[config.mk]
export PLATFORM = sky130hd
export DESIGN_NAME = sqs_conversion_sequencer
export DESIGN_NICKNAME = d
export VERILOG_FILES = /design/src/hdl/sqs_pkg.sv /design/src/hdl/sqs_sar_if.sv /design/src/hdl/sqs_sar_core.sv /design/src/hdl/sqs_conversion_sequencer.sv
export SDC_FILE = /design/constraint.sdc
export NUM_CORES = 1
export LEC_CHECK = 0
export ABC_AREA = 0
export BUFFER_PORTS_ARGS = -buffer_cell sky130_fd_sc_hd__buf_2
export CAP_MARGIN = 40
export CORE_MARGIN = 5
export CORE_UTILIZATION = 40
export DETAILED_ROUTE_END_ITERATION = 10
export GPL_ROUTABILITY_DRIVEN = 1
export SETUP_SLACK_MARGIN = 0.4
export SLEW_MARGIN = 5
export SYNTH_ARGS = -nofsm -noshare
export SYNTH_HDL_FRONTEND = slang
export SYNTH_SLANG_ARGS = --single-unit
[constraint.sdc]
create_clock -name ref_clk -period 5.6 [get_ports ref_clk]
set_input_delay 0.28 -clock ref_clk [delete_from_list [all_inputs] [get_ports ref_clk]]
set_output_delay 0.28 -clock ref_clk [all_outputs]
set_load 0.1 [all_outputs]
[src/hdl/sqs_pkg.sv]
// Shared constants and types of the conversion sequencer
package sqs_pkg;
    localparam int SQS_WIDTH = 16;
    localparam int SQS_STEPS = 17;
    localparam int SQS_STEP_W = 5;
    localparam int SQS_REF_CLK_KHZ = 200000;
    localparam int SQS_INT_CLK_KHZ = 1600;
    localparam int SQS_INT_PERIOD_CYC = SQS_REF_CLK_KHZ / SQS_INT_CLK_KHZ;
    localparam int SQS_INT_HALF_CYC = SQS_INT_PERIOD_CYC / 2;
    localparam int SQS_REF_PERIOD_NS = 5;
    localparam int SQS_DATA_LEAD_NS = 20;
    localparam int SQS_DATA_LEAD_CYC =
        (SQS_DATA_LEAD_NS + SQS_REF_PERIOD_NS - 1) / SQS_REF_PERIOD_NS;
    localparam int SQS_LEAD_W = $clog2(SQS_DATA_LEAD_CYC + 1);
    localparam logic [SQS_WIDTH-1:0] SQS_SAR_RESET = 16'h0000;

    typedef enum logic [1:0] {
        SQS_IDLE,
        SQS_CLK_LOW,
        SQS_CLK_HIGH,
        SQS_SETTLE
    } sqs_state_t;
endpackage

[src/hdl/sqs_sar_if.sv]
// Carrier between the sequencer and its approximation register
`timescale 1ns/1ps
interface sqs_sar_if #(
    parameter int WIDTH = 16
);
    logic init;
    logic trialFirst;
    logic decide;
    logic [sqs_pkg::SQS_STEP_W-1:0] bitIdx;
    logic comp;
    logic [WIDTH-1:0] code;

    modport seq (output init, output trialFirst, output decide, output bitIdx, output comp,
                 input code);
    modport core (input init, input trialFirst, input decide, input bitIdx, input comp,
                  output code);
endinterface

[src/hdl/sqs_sar_core.sv]
// Successive approximation register, one trial or decision per step
`timescale 1ns/1ps
module sqs_sar_core #(
    parameter int WIDTH = 16
) (
    input wire logic ref_clk,
    input wire logic rst_n,
    sqs_sar_if.core sarBus
);
    logic [WIDTH-1:0] code_reg;
    logic [WIDTH-1:0] code_next;

    // Position i holds bit number WIDTH-i; bit 1 is the MSB
    genvar i;
    generate
        for (i = 0; i < WIDTH; i++)
        begin : g_bit
            localparam logic [sqs_pkg::SQS_STEP_W-1:0] BITNUM =
                sqs_pkg::SQS_STEP_W'(WIDTH - i);
            always_comb
            begin
                code_next[i] = code_reg[i];
                if (sarBus.init)
                begin
                    code_next[i] = sqs_pkg::SQS_SAR_RESET[i]; // [RULE1]
                end
                else if (sarBus.trialFirst)
                begin
                    // MSB on trial, all others cleared
                    code_next[i] = (i == WIDTH - 1); // [RULE4]
                end
                else if (sarBus.decide)
                begin
                    if (sarBus.bitIdx == BITNUM)
                    begin
                        code_next[i] = sarBus.comp; // [RULE5] [RULE6] [RULE19]
                    end
                    else if (sarBus.bitIdx + 5'h01 == BITNUM)
                    begin
                        code_next[i] = 1'b1; // [RULE5] [RULE7]
                    end
                end
            end
        end
    endgenerate

    always_ff @(posedge ref_clk or negedge rst_n)
    begin
        if (!rst_n)
        begin
            code_reg <= sqs_pkg::SQS_SAR_RESET;
        end
        else
        begin
            code_reg <= code_next;
        end
    end

    assign sarBus.code = code_reg;
endmodule // sqs_sar_core

[src/hdl/sqs_conversion_sequencer.sv]
// Top of the conversion sequencer: trigger, gated clock, status, result
// What this block does
// RULE1 - Trigger trailing edge clears result, status logic and clock inhibit.
// RULE2 - Status goes high on trigger and stays high during conversion.
// RULE3 - While status high, gated clock runs seventeen cycles at full resolution.
// RULE4 - First step puts MSB on trial, all other bits cleared.
// RULE5 - Step k decides bit k and puts bit k+1 on trial.
// RULE6 - Keep or reject trial bit from comparator at period end.
// RULE7 - Bits are tested one at a time, MSB first.
// RULE8 - Approximation register drives both result outputs and feedback converter.
// RULE9 - After the bit 16 decision status clears: result valid.
// RULE10 - Status clear re-inhibits the clock, held low until next conversion.
// RULE11 - Result bits change only on gated clock rising edges, apart from the trigger trailing-edge clear.
// RULE12 - Result outputs are negative true.
// RULE13 - Coding is inverted straight binary or inverted offset binary.
// RULE14 - Host inverts the MSB to get inverted twos complement.
// RULE15 - Result valid at least 20 ns before status falls.
// RULE16 - Host may capture result on falling status.
// RULE17 - Early-stop input ends the cycle after the chosen number of bits.
// RULE18 - Early stop supports 8,10,12,13,14,15 bits; status clears at that step.
// RULE19 - Comparator is a one-bit input sampled at each decision edge.
// RULE20 - A new trigger restarts the sequence from the start.
`timescale 1ns/1ps
module sqs_conversion_sequencer #(
    parameter int WIDTH = sqs_pkg::SQS_WIDTH,
    parameter int INT_HALF_CYC = sqs_pkg::SQS_INT_HALF_CYC
) (
    input wire logic ref_clk,
    input wire logic rst_n,
    input wire logic convTrig,
    input wire logic compIn,
    input wire logic earlyStopN,
    output logic status,
    output logic gatedClk,
    output logic [WIDTH-1:0] dataOutN,
    output logic [WIDTH-1:0] dacCode
);
    localparam int DIV_W = $clog2(INT_HALF_CYC + 1);
    localparam logic [DIV_W-1:0] DIV_LAST = DIV_W'(INT_HALF_CYC - 1);
    localparam logic [sqs_pkg::SQS_STEP_W-1:0] STEP_END =
        sqs_pkg::SQS_STEP_W'(sqs_pkg::SQS_STEPS);
    localparam logic [sqs_pkg::SQS_LEAD_W-1:0] LEAD_LAST =
        sqs_pkg::SQS_LEAD_W'(sqs_pkg::SQS_DATA_LEAD_CYC - 1);

    sqs_pkg::sqs_state_t state_reg;
    sqs_pkg::sqs_state_t state_next;
    logic [DIV_W-1:0] div_reg;
    logic [DIV_W-1:0] div_next;
    logic [sqs_pkg::SQS_STEP_W-1:0] step_reg;
    logic [sqs_pkg::SQS_STEP_W-1:0] step_next;
    logic [sqs_pkg::SQS_LEAD_W-1:0] lead_reg;
    logic [sqs_pkg::SQS_LEAD_W-1:0] lead_next;
    logic status_reg;
    logic status_next;
    logic clk_reg;
    logic clk_next;
    logic trigPrev_reg;
    logic trigFall;

    sqs_sar_if #(.WIDTH(WIDTH)) sarBus ();

    sqs_sar_core #(
        .WIDTH(WIDTH)
    ) u_sar (
        .ref_clk(ref_clk),
        .rst_n(rst_n),
        .sarBus(sarBus)
    );

    // Only the trailing edge starts a conversion
    assign trigFall = trigPrev_reg & ~convTrig; // [RULE1]

    always_comb
    begin
        state_next = state_reg;
        div_next = div_reg;
        step_next = step_reg;
        lead_next = lead_reg;
        status_next = status_reg;
        clk_next = clk_reg;
        sarBus.init = 1'b0;
        sarBus.trialFirst = 1'b0;
        sarBus.decide = 1'b0;
        sarBus.bitIdx = step_reg;
        sarBus.comp = compIn; // [RULE19]
        if (trigFall)
        begin
            // Restart wins over any phase of a running conversion
            state_next = sqs_pkg::SQS_CLK_LOW; // [RULE20]
            div_next = '0;
            step_next = '0;
            lead_next = '0;
            status_next = 1'b1; // [RULE1] [RULE2]
            clk_next = 1'b0;
            sarBus.init = 1'b1; // [RULE1]
        end
        else
        begin
            unique case (state_reg)
                sqs_pkg::SQS_IDLE:
                begin
                    clk_next = 1'b0; // [RULE10]
                end
                sqs_pkg::SQS_CLK_LOW:
                begin
                    if (div_reg == DIV_LAST)
                    begin
                        // Rising edge of gated clock: apart from the trigger-fall clear, register moves only here
                        div_next = '0;
                        clk_next = 1'b1; // [RULE3] [RULE11]
                        state_next = sqs_pkg::SQS_CLK_HIGH;
                        step_next = step_reg + 5'h01;
                        if (step_reg == 5'h00)
                        begin
                            sarBus.trialFirst = 1'b1; // [RULE4]
                        end
                        else
                        begin
                            sarBus.decide = 1'b1; // [RULE5] [RULE6] [RULE7]
                        end
                    end
                    else
                    begin
                        div_next = div_reg + 1'b1;
                    end
                end
                sqs_pkg::SQS_CLK_HIGH:
                begin
                    if (div_reg == DIV_LAST)
                    begin
                        div_next = '0;
                        clk_next = 1'b0;
                        // Early stop sampled a half period after the edge,
                        // so a tie to a result output has settled
                        if (step_reg == STEP_END) // [RULE3] [RULE9]
                        begin
                            state_next = sqs_pkg::SQS_SETTLE;
                            lead_next = '0;
                        end
                        else if (!earlyStopN && step_reg > 5'h01) // [RULE17] [RULE18]
                        begin
                            state_next = sqs_pkg::SQS_SETTLE;
                            lead_next = '0;
                        end
                        else
                        begin
                            state_next = sqs_pkg::SQS_CLK_LOW;
                        end
                    end
                    else
                    begin
                        div_next = div_reg + 1'b1;
                    end
                end
                sqs_pkg::SQS_SETTLE:
                begin
                    clk_next = 1'b0; // [RULE10]
                    // Hold status so data leads its fall by the margin
                    if (lead_reg == LEAD_LAST) // [RULE15] [RULE16]
                    begin
                        status_next = 1'b0; // [RULE9] [RULE10]
                        state_next = sqs_pkg::SQS_IDLE;
                    end
                    else
                    begin
                        lead_next = lead_reg + 1'b1;
                    end
                end
            endcase
        end
    end

    always_ff @(posedge ref_clk or negedge rst_n)
    begin
        if (!rst_n)
        begin
            state_reg <= sqs_pkg::SQS_IDLE;
            div_reg <= '0;
            step_reg <= '0;
            lead_reg <= '0;
            status_reg <= 1'b0;
            clk_reg <= 1'b0;
            trigPrev_reg <= 1'b0;
        end
        else
        begin
            state_reg <= state_next;
            div_reg <= div_next;
            step_reg <= step_next;
            lead_reg <= lead_next;
            status_reg <= status_next;
            clk_reg <= clk_next;
            trigPrev_reg <= convTrig;
        end
    end

    assign status = status_reg; // [RULE2]
    assign gatedClk = clk_reg;
    // Same register feeds pins and converter; pins are complemented
    assign dacCode = sarBus.code; // [RULE8]
    assign dataOutN = ~sarBus.code; // [RULE8] [RULE12] [RULE13]
endmodule // sqs_conversion_sequencer

# [Yosys cells after proc, flatten, opt, wreduce, memory -nomap -nowiden]
# Cells that the tools add are included.
[totals] register_bits=35 out_inout_bits=34 inputBits=5 wordCells=239
[classes] reduce_logical=51 muxes=115 order_cmp=1 bitwise=3 add_sub_neg=3 n_eq_ne=43
[ops] op="$mux 1" count=95
[ops] op="$eq 5x4->1 const B" count=16
[ops] op="$reduce_bool 4->1" count=17
[ops] op="$eq 5x3->1 const B" count=8
[ops] op="$reduce_and 2->1" count=19
[ops] op="$eq 5x2->1 const B" count=4
[ops] op="$mux 6" count=3
[ops] op="$not 16->16" count=1
[ops] op="$eq 5x5->1 const B" count=3
[ops] op="$mux 3" count=5
[ops] op="$mux 5" count=3
[ops] op="$mux 2" count=6
[ops] op="$ne 3x3->1 const B" count=4
[ops] op="$eq 5x1->1 const B" count=2
[ops] op="$reduce_bool 2->1" count=5
[ops] op="$reduce_and 4->1" count=2
[ops] op="$add 6x1->6 const B" count=1
[ops] op="$eq 6x6->1 const B" count=1
[ops] op="$pmux 2 s3" count=1
[ops] op="$pmux 3 s2" count=1
[ops] op="$reduce_bool 3->1" count=2
[ops] op="$add 5x1->5 const B" count=1
[ops] op="$gt 5x1->1 const B" count=1
[ops] op="$logic_not 5->1" count=1
[ops] op="12 further kinds" count=14

# [Logic depth before layout (Yosys ltp)]
[logic_depth] word_depth=8 ltp_mapped=11 ltp_nobuf=7

# [Modules after synthesis]
# From an unflattened synthesis, not the netlist that was laid out.
[hier_totals] cells_unflattened=257 hier_area_um2=2215.9
[modules_own_cells] module="sqs_conversion_sequencer" seq_area_each_um2=475.5 cells_per_inst=139 area_per_inst_um2=1181.1 instances=1
[modules_own_cells] module="sqs_sar_core" seq_area_each_um2=400.4 cells_per_inst=118 area_per_inst_um2=1034.7 instances=1

# [Worst setup path after synthesis]
# No wires, ideal clock.
[synth_path] path_type="reg2reg" startpoint="register step_reg, in the netlist sarBus.bitIdx[0]" endpoint="register u_sar.code_reg[1], in the netlist u_sar.sarBus.code[1]" setup_slack_ps=3405 period_less_slack_ps=2195 setup_ps=78 path_buffers=3 required_time_ps=5522 stages_incl_launch_ff=11 t_arrival_ps=2116 cell_sequence="dfrtp_1 -> ha_1 -> clkbuf_1 -> and3_1 -> ha_1 -> clkbuf_1 -> clkbuf_1 -> nand2_1 -> nor2_1 -> o21ai_0 -> a21oi_1"
[synth_via] elab_chain_len=7 word_cells_on_any_way=19 classes_between="add/sub: 1; eq/ne: 2; mux: 12; reduce/logical: 4"
[synth_rtl] item="from (decl)" line_no="sqs_conversion_sequencer.sv:49" source="logic [sqs_pkg::SQS_STEP_W-1:0] step_reg;"
[synth_rtl] item="from (signal assigned)" line_no="sqs_conversion_sequencer.sv:189" source="step_reg <= step_next;"
[synth_rtl] item="parallel branches: the longest is 7 deep, another holds $add 5x1->5"
[synth_rtl] item="to (signal assigned)" line_no="sqs_sar_core.sv:51" source="code_reg <= sqs_pkg::SQS_SAR_RESET;"
[synth_rtl] item="to (signal assigned)" line_no="sqs_sar_core.sv:55" source="code_reg <= code_next;"
[synth_rtl] item="to (decl)" line_no="sqs_sar_core.sv:10" source="logic [WIDTH-1:0] code_reg;"
# Parallel ways; which one is timed is not known. The select of a mux whose other input is x is not followed.
# A chain may end at the register's enable or synchronous reset.

# [Worst setup path after layout]
[layout_path] startpoint="register step_reg, in the netlist sarBus.bitIdx[0]" endpoint="register u_sar.code_reg[4], in the netlist u_sar.sarBus.code[4]"
# Same word-level chain as after synthesis.

==> summary.md <==
| Metric | Value |
|---|---|
| Outcome | `finished, final reports clean` |
| Cell type group with the largest total delay on the critical path | `adder cells` |
| Compound-gate portion of the synthesized area | `27.6%` |
| Drt drc | `0` |
| Deepest clock path buffer count | `2` |
| Buffers inserted by post-CTS timing repair | `0` |
| Vias in the first global route | `between 2000 and 3000` |
| Number of antenna violations at the first check in global routing | `0` |
| CP Data Required Time | `~5.8 ns` |
| Worst hold slack | `about 0.073 ns` |
| Layout cells sized above 1 | `~16%` |
| Root Driver | `clkbuf_8` |
| Longest individual stage delay on the worst path | `~0.6 ns` |
| Synthesized Nets | `between 300 and 400` |
| Number of setup violations in the final report | `0` |
| Final Hold Viols | `0` |
| Cell chain of the critical path | `ha_1 > and3_1 > ha_1 > nand2_1 > nor3_1 > o221ai_1 > a31oi_1` |
| Post-cts gate resize count | `0` |
| Minimum period implied by the final worst setup slack | `about 2.5 ns` |
| Power share of the clock group | `between 20% and 30%` |
| Cell Rows | `29` |
| Post-synthesis share of cell area spent on full adders, half adders and majority gates | `about 6.6%` |
| Floorplan die height | `a little over 90 µm` |
| Synthesized area per cell | `8.23 µm²` |
| Die width | `91.7 µm` |
| Count of different cell masters after synthesis | `59` |
| Primary FF master, synth | `dfrtp_1` |
| Slack of the critical path | `3.07 ns` |
| Antenna violation net count after detailed routing | `0` |
| P per Cell Area | `~280 nW/µm²` |
| Share of cell area taken by muxes after synthesis | `1.13%` |
| Maximum resistive drop on vdd | `297 µV` |
| Switching power total | `between 300 and 400 µW` |
| Number of diodes | `0` |
| Slowest cell on crit path | `ha_1` |
| Arrival time worst endpoint | `2.76 ns` |
| Number of enable flip-flop cells after synthesis | `0` |
| Setup repair after global routing missed its margin | `no` |
| Post-synth ARST share | `100%` |
| Maximum clock rate | `around 390 MHz` |
| Clk_skew | `approximately 0.0020 ns` |
| Violation count after the first detailed-routing iteration | `172` |
| Worst-case setup slack after placement | `between 3 and 4 ns` |
| Seq pwr share | `about two fifths` |
| Register clock-pin slew on the reported worst setup and hold paths | `~0.08 ns` |
| Number of standard cells after synthesis | `about 320` |
| Transition time at the pin with the least slew margin | `roughly 0.91 ns` |
| XOR/XNOR share of the synthesized area | `less than 1%` |
| Critical path's most frequent cell | `ha_1` |
| CP max FO | `16` |
| Total of warnings raised by yosys | `0` |
| Vias per cell | `6.12` |
| Sequential cell area fraction in the yosys report | `between 30% and 40%` |
| Setup crit end kind | `flop` |
| Area occupied by multi-input gates | `around 1600 µm²` |
| Aggregate negative setup slack | `0 ns` |
| Relative contribution of combinational cells to total power | `between 30% and 40%` |
| CORE AREA | `6420 µm²` |
| Die area | `around 8400 µm²` |
| Routed WL per cell | `~18 µm` |
| Overall via count from detail_route | `2596` |
| Switching part of the total power | `37.9%` |
| Total wire length after detailed routing | `between 7 and 8 mm` |
| Latest clock arrival within the worst-skew pair | `0.30 ns` |
| Placer's final routability congestion estimate | `around 0.83` |
| Area share of and/or/nand/nor cells after synthesis | `a little under a quarter` |
| Starting Density | `about 42%` |
| Count of pins over their slew limit | `0` |
| Largest family of logic cells by synthesized area | `compound AO/OA/AOI/OAI gates` |
| Reported max-cap violation count | `0` |
| TritonCTS clock tree | `done` |
| Count of buffer and inverter cells on the critical path | `0` |
| Internal Dissipation | `roughly 510 µW` |
| CTS hold repair buffers | `0` |
| Overall track demand over capacity in global routing | `18.2%` |
| Register bit total from synthesis | `35` |
| Maximum number of pins on one net before global-route repair | `36` |
| Class of the most critical setup path | `reg2reg` |
| Static leakage | `approximately 1.3 nW` |
| Boundary pin count | `39` |
| H-Tree Level Count | `2` |
| First-pass iteration count of the detailed router | `4` |
| Number of fill cells | `around 640` |
| Total standard cell area after synthesis | `~2700 µm²` |
| Origin of the worst setup path | `sarBus.bitIdx[0]$_DFFE_PN0P_` |
| TritonCTS Sinks | `35` |
| Type of the most critical hold path | `in2async` |
| Number of buffers added by the clock tree synthesis step | `5` |
| Max-Slew Margin vs Limit | `around 39%` |
| Post-DP HPWL | `a little over 5 mm` |
| Final net count | `365` |
| GRT Residual Overflow | `0` |
| First-pass GRT wire length | `roughly 13 mm` |
| Area growth syn-to-layout | `11.2%` |
| Number of buffer cells added on primary ports | `38` |
| Startpoint types | `flop` |
| Sequential cell area | `876 µm²` |
| RR Startpoint | `sarBus.bitIdx[0]$_DFFE_PN0P_` |
| Final critical-path share of the clock period | `45.2%` |
| Max FFs per register | `16` |
[cell usage after synthesis (2+ instances only)]
master / n / share of area [%]
dfrtp_1: 35 / 33
inv_1: 28 / 3.9
nand2_1: 22 / 3.1
o21ai_0: 21 / 3.9
a21oi_1: 19 / 3.6
nor2_1: 18 / 2.5
ha_1: 14 / 6.6
clkbuf_1: 13 / 1.8
nand3_1: 13 / 2.4
a31oi_1: 10 / 2.3
nor3_1: 10 / 1.9
o211ai_1: 10 / 2.8
buf_2: 9 / 1.7
nor2b_1: 8 / 1.9
a211oi_1: 5 / 1.4
nand2b_1: 5 / 1.2
o22ai_1: 5 / 1.2
a41oi_1: 4 / 1.3
and3_1: 4 / 0.94
nand3b_1: 4 / 1.1
or3_1: 4 / 0.94
a21o_1: 3 / 0.84
a22oi_1: 3 / 0.84
mux2i_1: 3 / 1.1
o21bai_1: 3 / 0.84
o221ai_1: 3 / 0.99
o31ai_1: 3 / 0.84
or4_1: 3 / 0.84
a21boi_0: 2 / 0.56
a31o_2: 2 / 0.66
a32oi_1: 2 / 0.66
and2_1: 2 / 0.47
nand4bb_1: 2 / 0.84
nor3b_1: 2 / 0.56
nor4_1: 2 / 0.47
nor4b_1: 2 / 0.66
o2111ai_1: 2 / 0.66
o311ai_0: 2 / 0.66
xnor2_1: 2 / 0.66
[power groups by stage]
stage                     logic (mW)  registers, mW  clock network (mW)
after global placement         0.269          0.322                   0
after CTS                      0.273          0.319               0.242
final                          0.272          0.320               0.236
after global routing           0.309          0.325               0.254
after detailed placement       0.271          0.324                   0
after floorplan                0.189          0.346                   0
[cell type report]
type	count	area share, %
multi-input combinational	237	53.2
sequential	35	29.5
timing repair buffer	39	6.66
inverter	28	3.54
tap	77	3.25
clock buffer	5	2.32
clock inverter	3	1.48
[worst register-to-register path, cell delays in order, from the launching register on]
cell,delay (ns)
dfrtp_1,0.48
ha_1,0.37
and3_1,0.24
ha_1,0.61
nand2_1,0.17
nor3_1,0.24
o221ai_1,0.17
a31oi_1,0.18
[logic make-up after synthesis]
kind of cell             count (synthesis)
XOR/XNOR                                 3
adder cells (fa/ha/maj)                 14
AO/OA/AOI/OAI                          108
buffers and inverters                   52
flip-flops                              35
AND/OR/NAND/NOR                        109
multiplexers                             3
[metal layers]
layer  global-route usage [%]  vias up  wire length, µm
met5                        0        -                0
li1                         -     1238                -
met1                     23.5     1250             3440
met3                     3.93       17              402
met2                     29.5       91             3450
met4                     7.16        0              143
[path summary, 6_finish.rpt]
check / to / slack (ns) / depth (start not counted)
min: sarBus.bitIdx[4]$_DFFE_PN0P_ / 0.07 / 1
min in group ref_clk: trigPrev_reg$_DFF_PN0_ / 0.12 / 1
max reg2reg: u_sar.sarBus.code[4]$_DFFE_PN0P_ / 3.07 / 7
max in group asynchronous: div_reg[2]$_DFFE_PN0P_ / 5.01 / 1
min reg2reg: status$_DFFE_PN0P_ / 0.48 / 2
max: u_sar.sarBus.code[4]$_DFFE_PN0P_ / 3.07 / 7
[stage by stage]
stage	cells	instance area, µm²	util, %	total power [mW]
after floorplan	324	2670	-	0.535
after global placement	416	2850	44.4	0.590
after detailed placement	416	2850	44.4	0.595
after CTS	424	2970	46.2	0.834
after global routing	424	2970	46.2	0.887
final	424	2970	46.2	0.827
[layout by cell type (no fill, tap or decap), drive strengths merged, types with 4 or more instances in the layout]
| cell | count |
|---|---|
| a211oi | 5 |
| a21oi | 19 |
| a31oi | 10 |
| a41oi | 4 |
| and3 | 4 |
| buf | 39 |
| clkbuf | 5 |
| dfrtp | 35 |
| ha | 14 |
| inv | 28 |
| nand2 | 22 |
| nand2b | 5 |
| nand3 | 14 |
| nand3b | 4 |
| nor2 | 18 |
| nor2b | 8 |
| nor3 | 11 |
| o211ai | 10 |
| o21ai | 21 |
| o22ai | 5 |
| or3 | 4 |
Power figures use the tool's default switching activity.
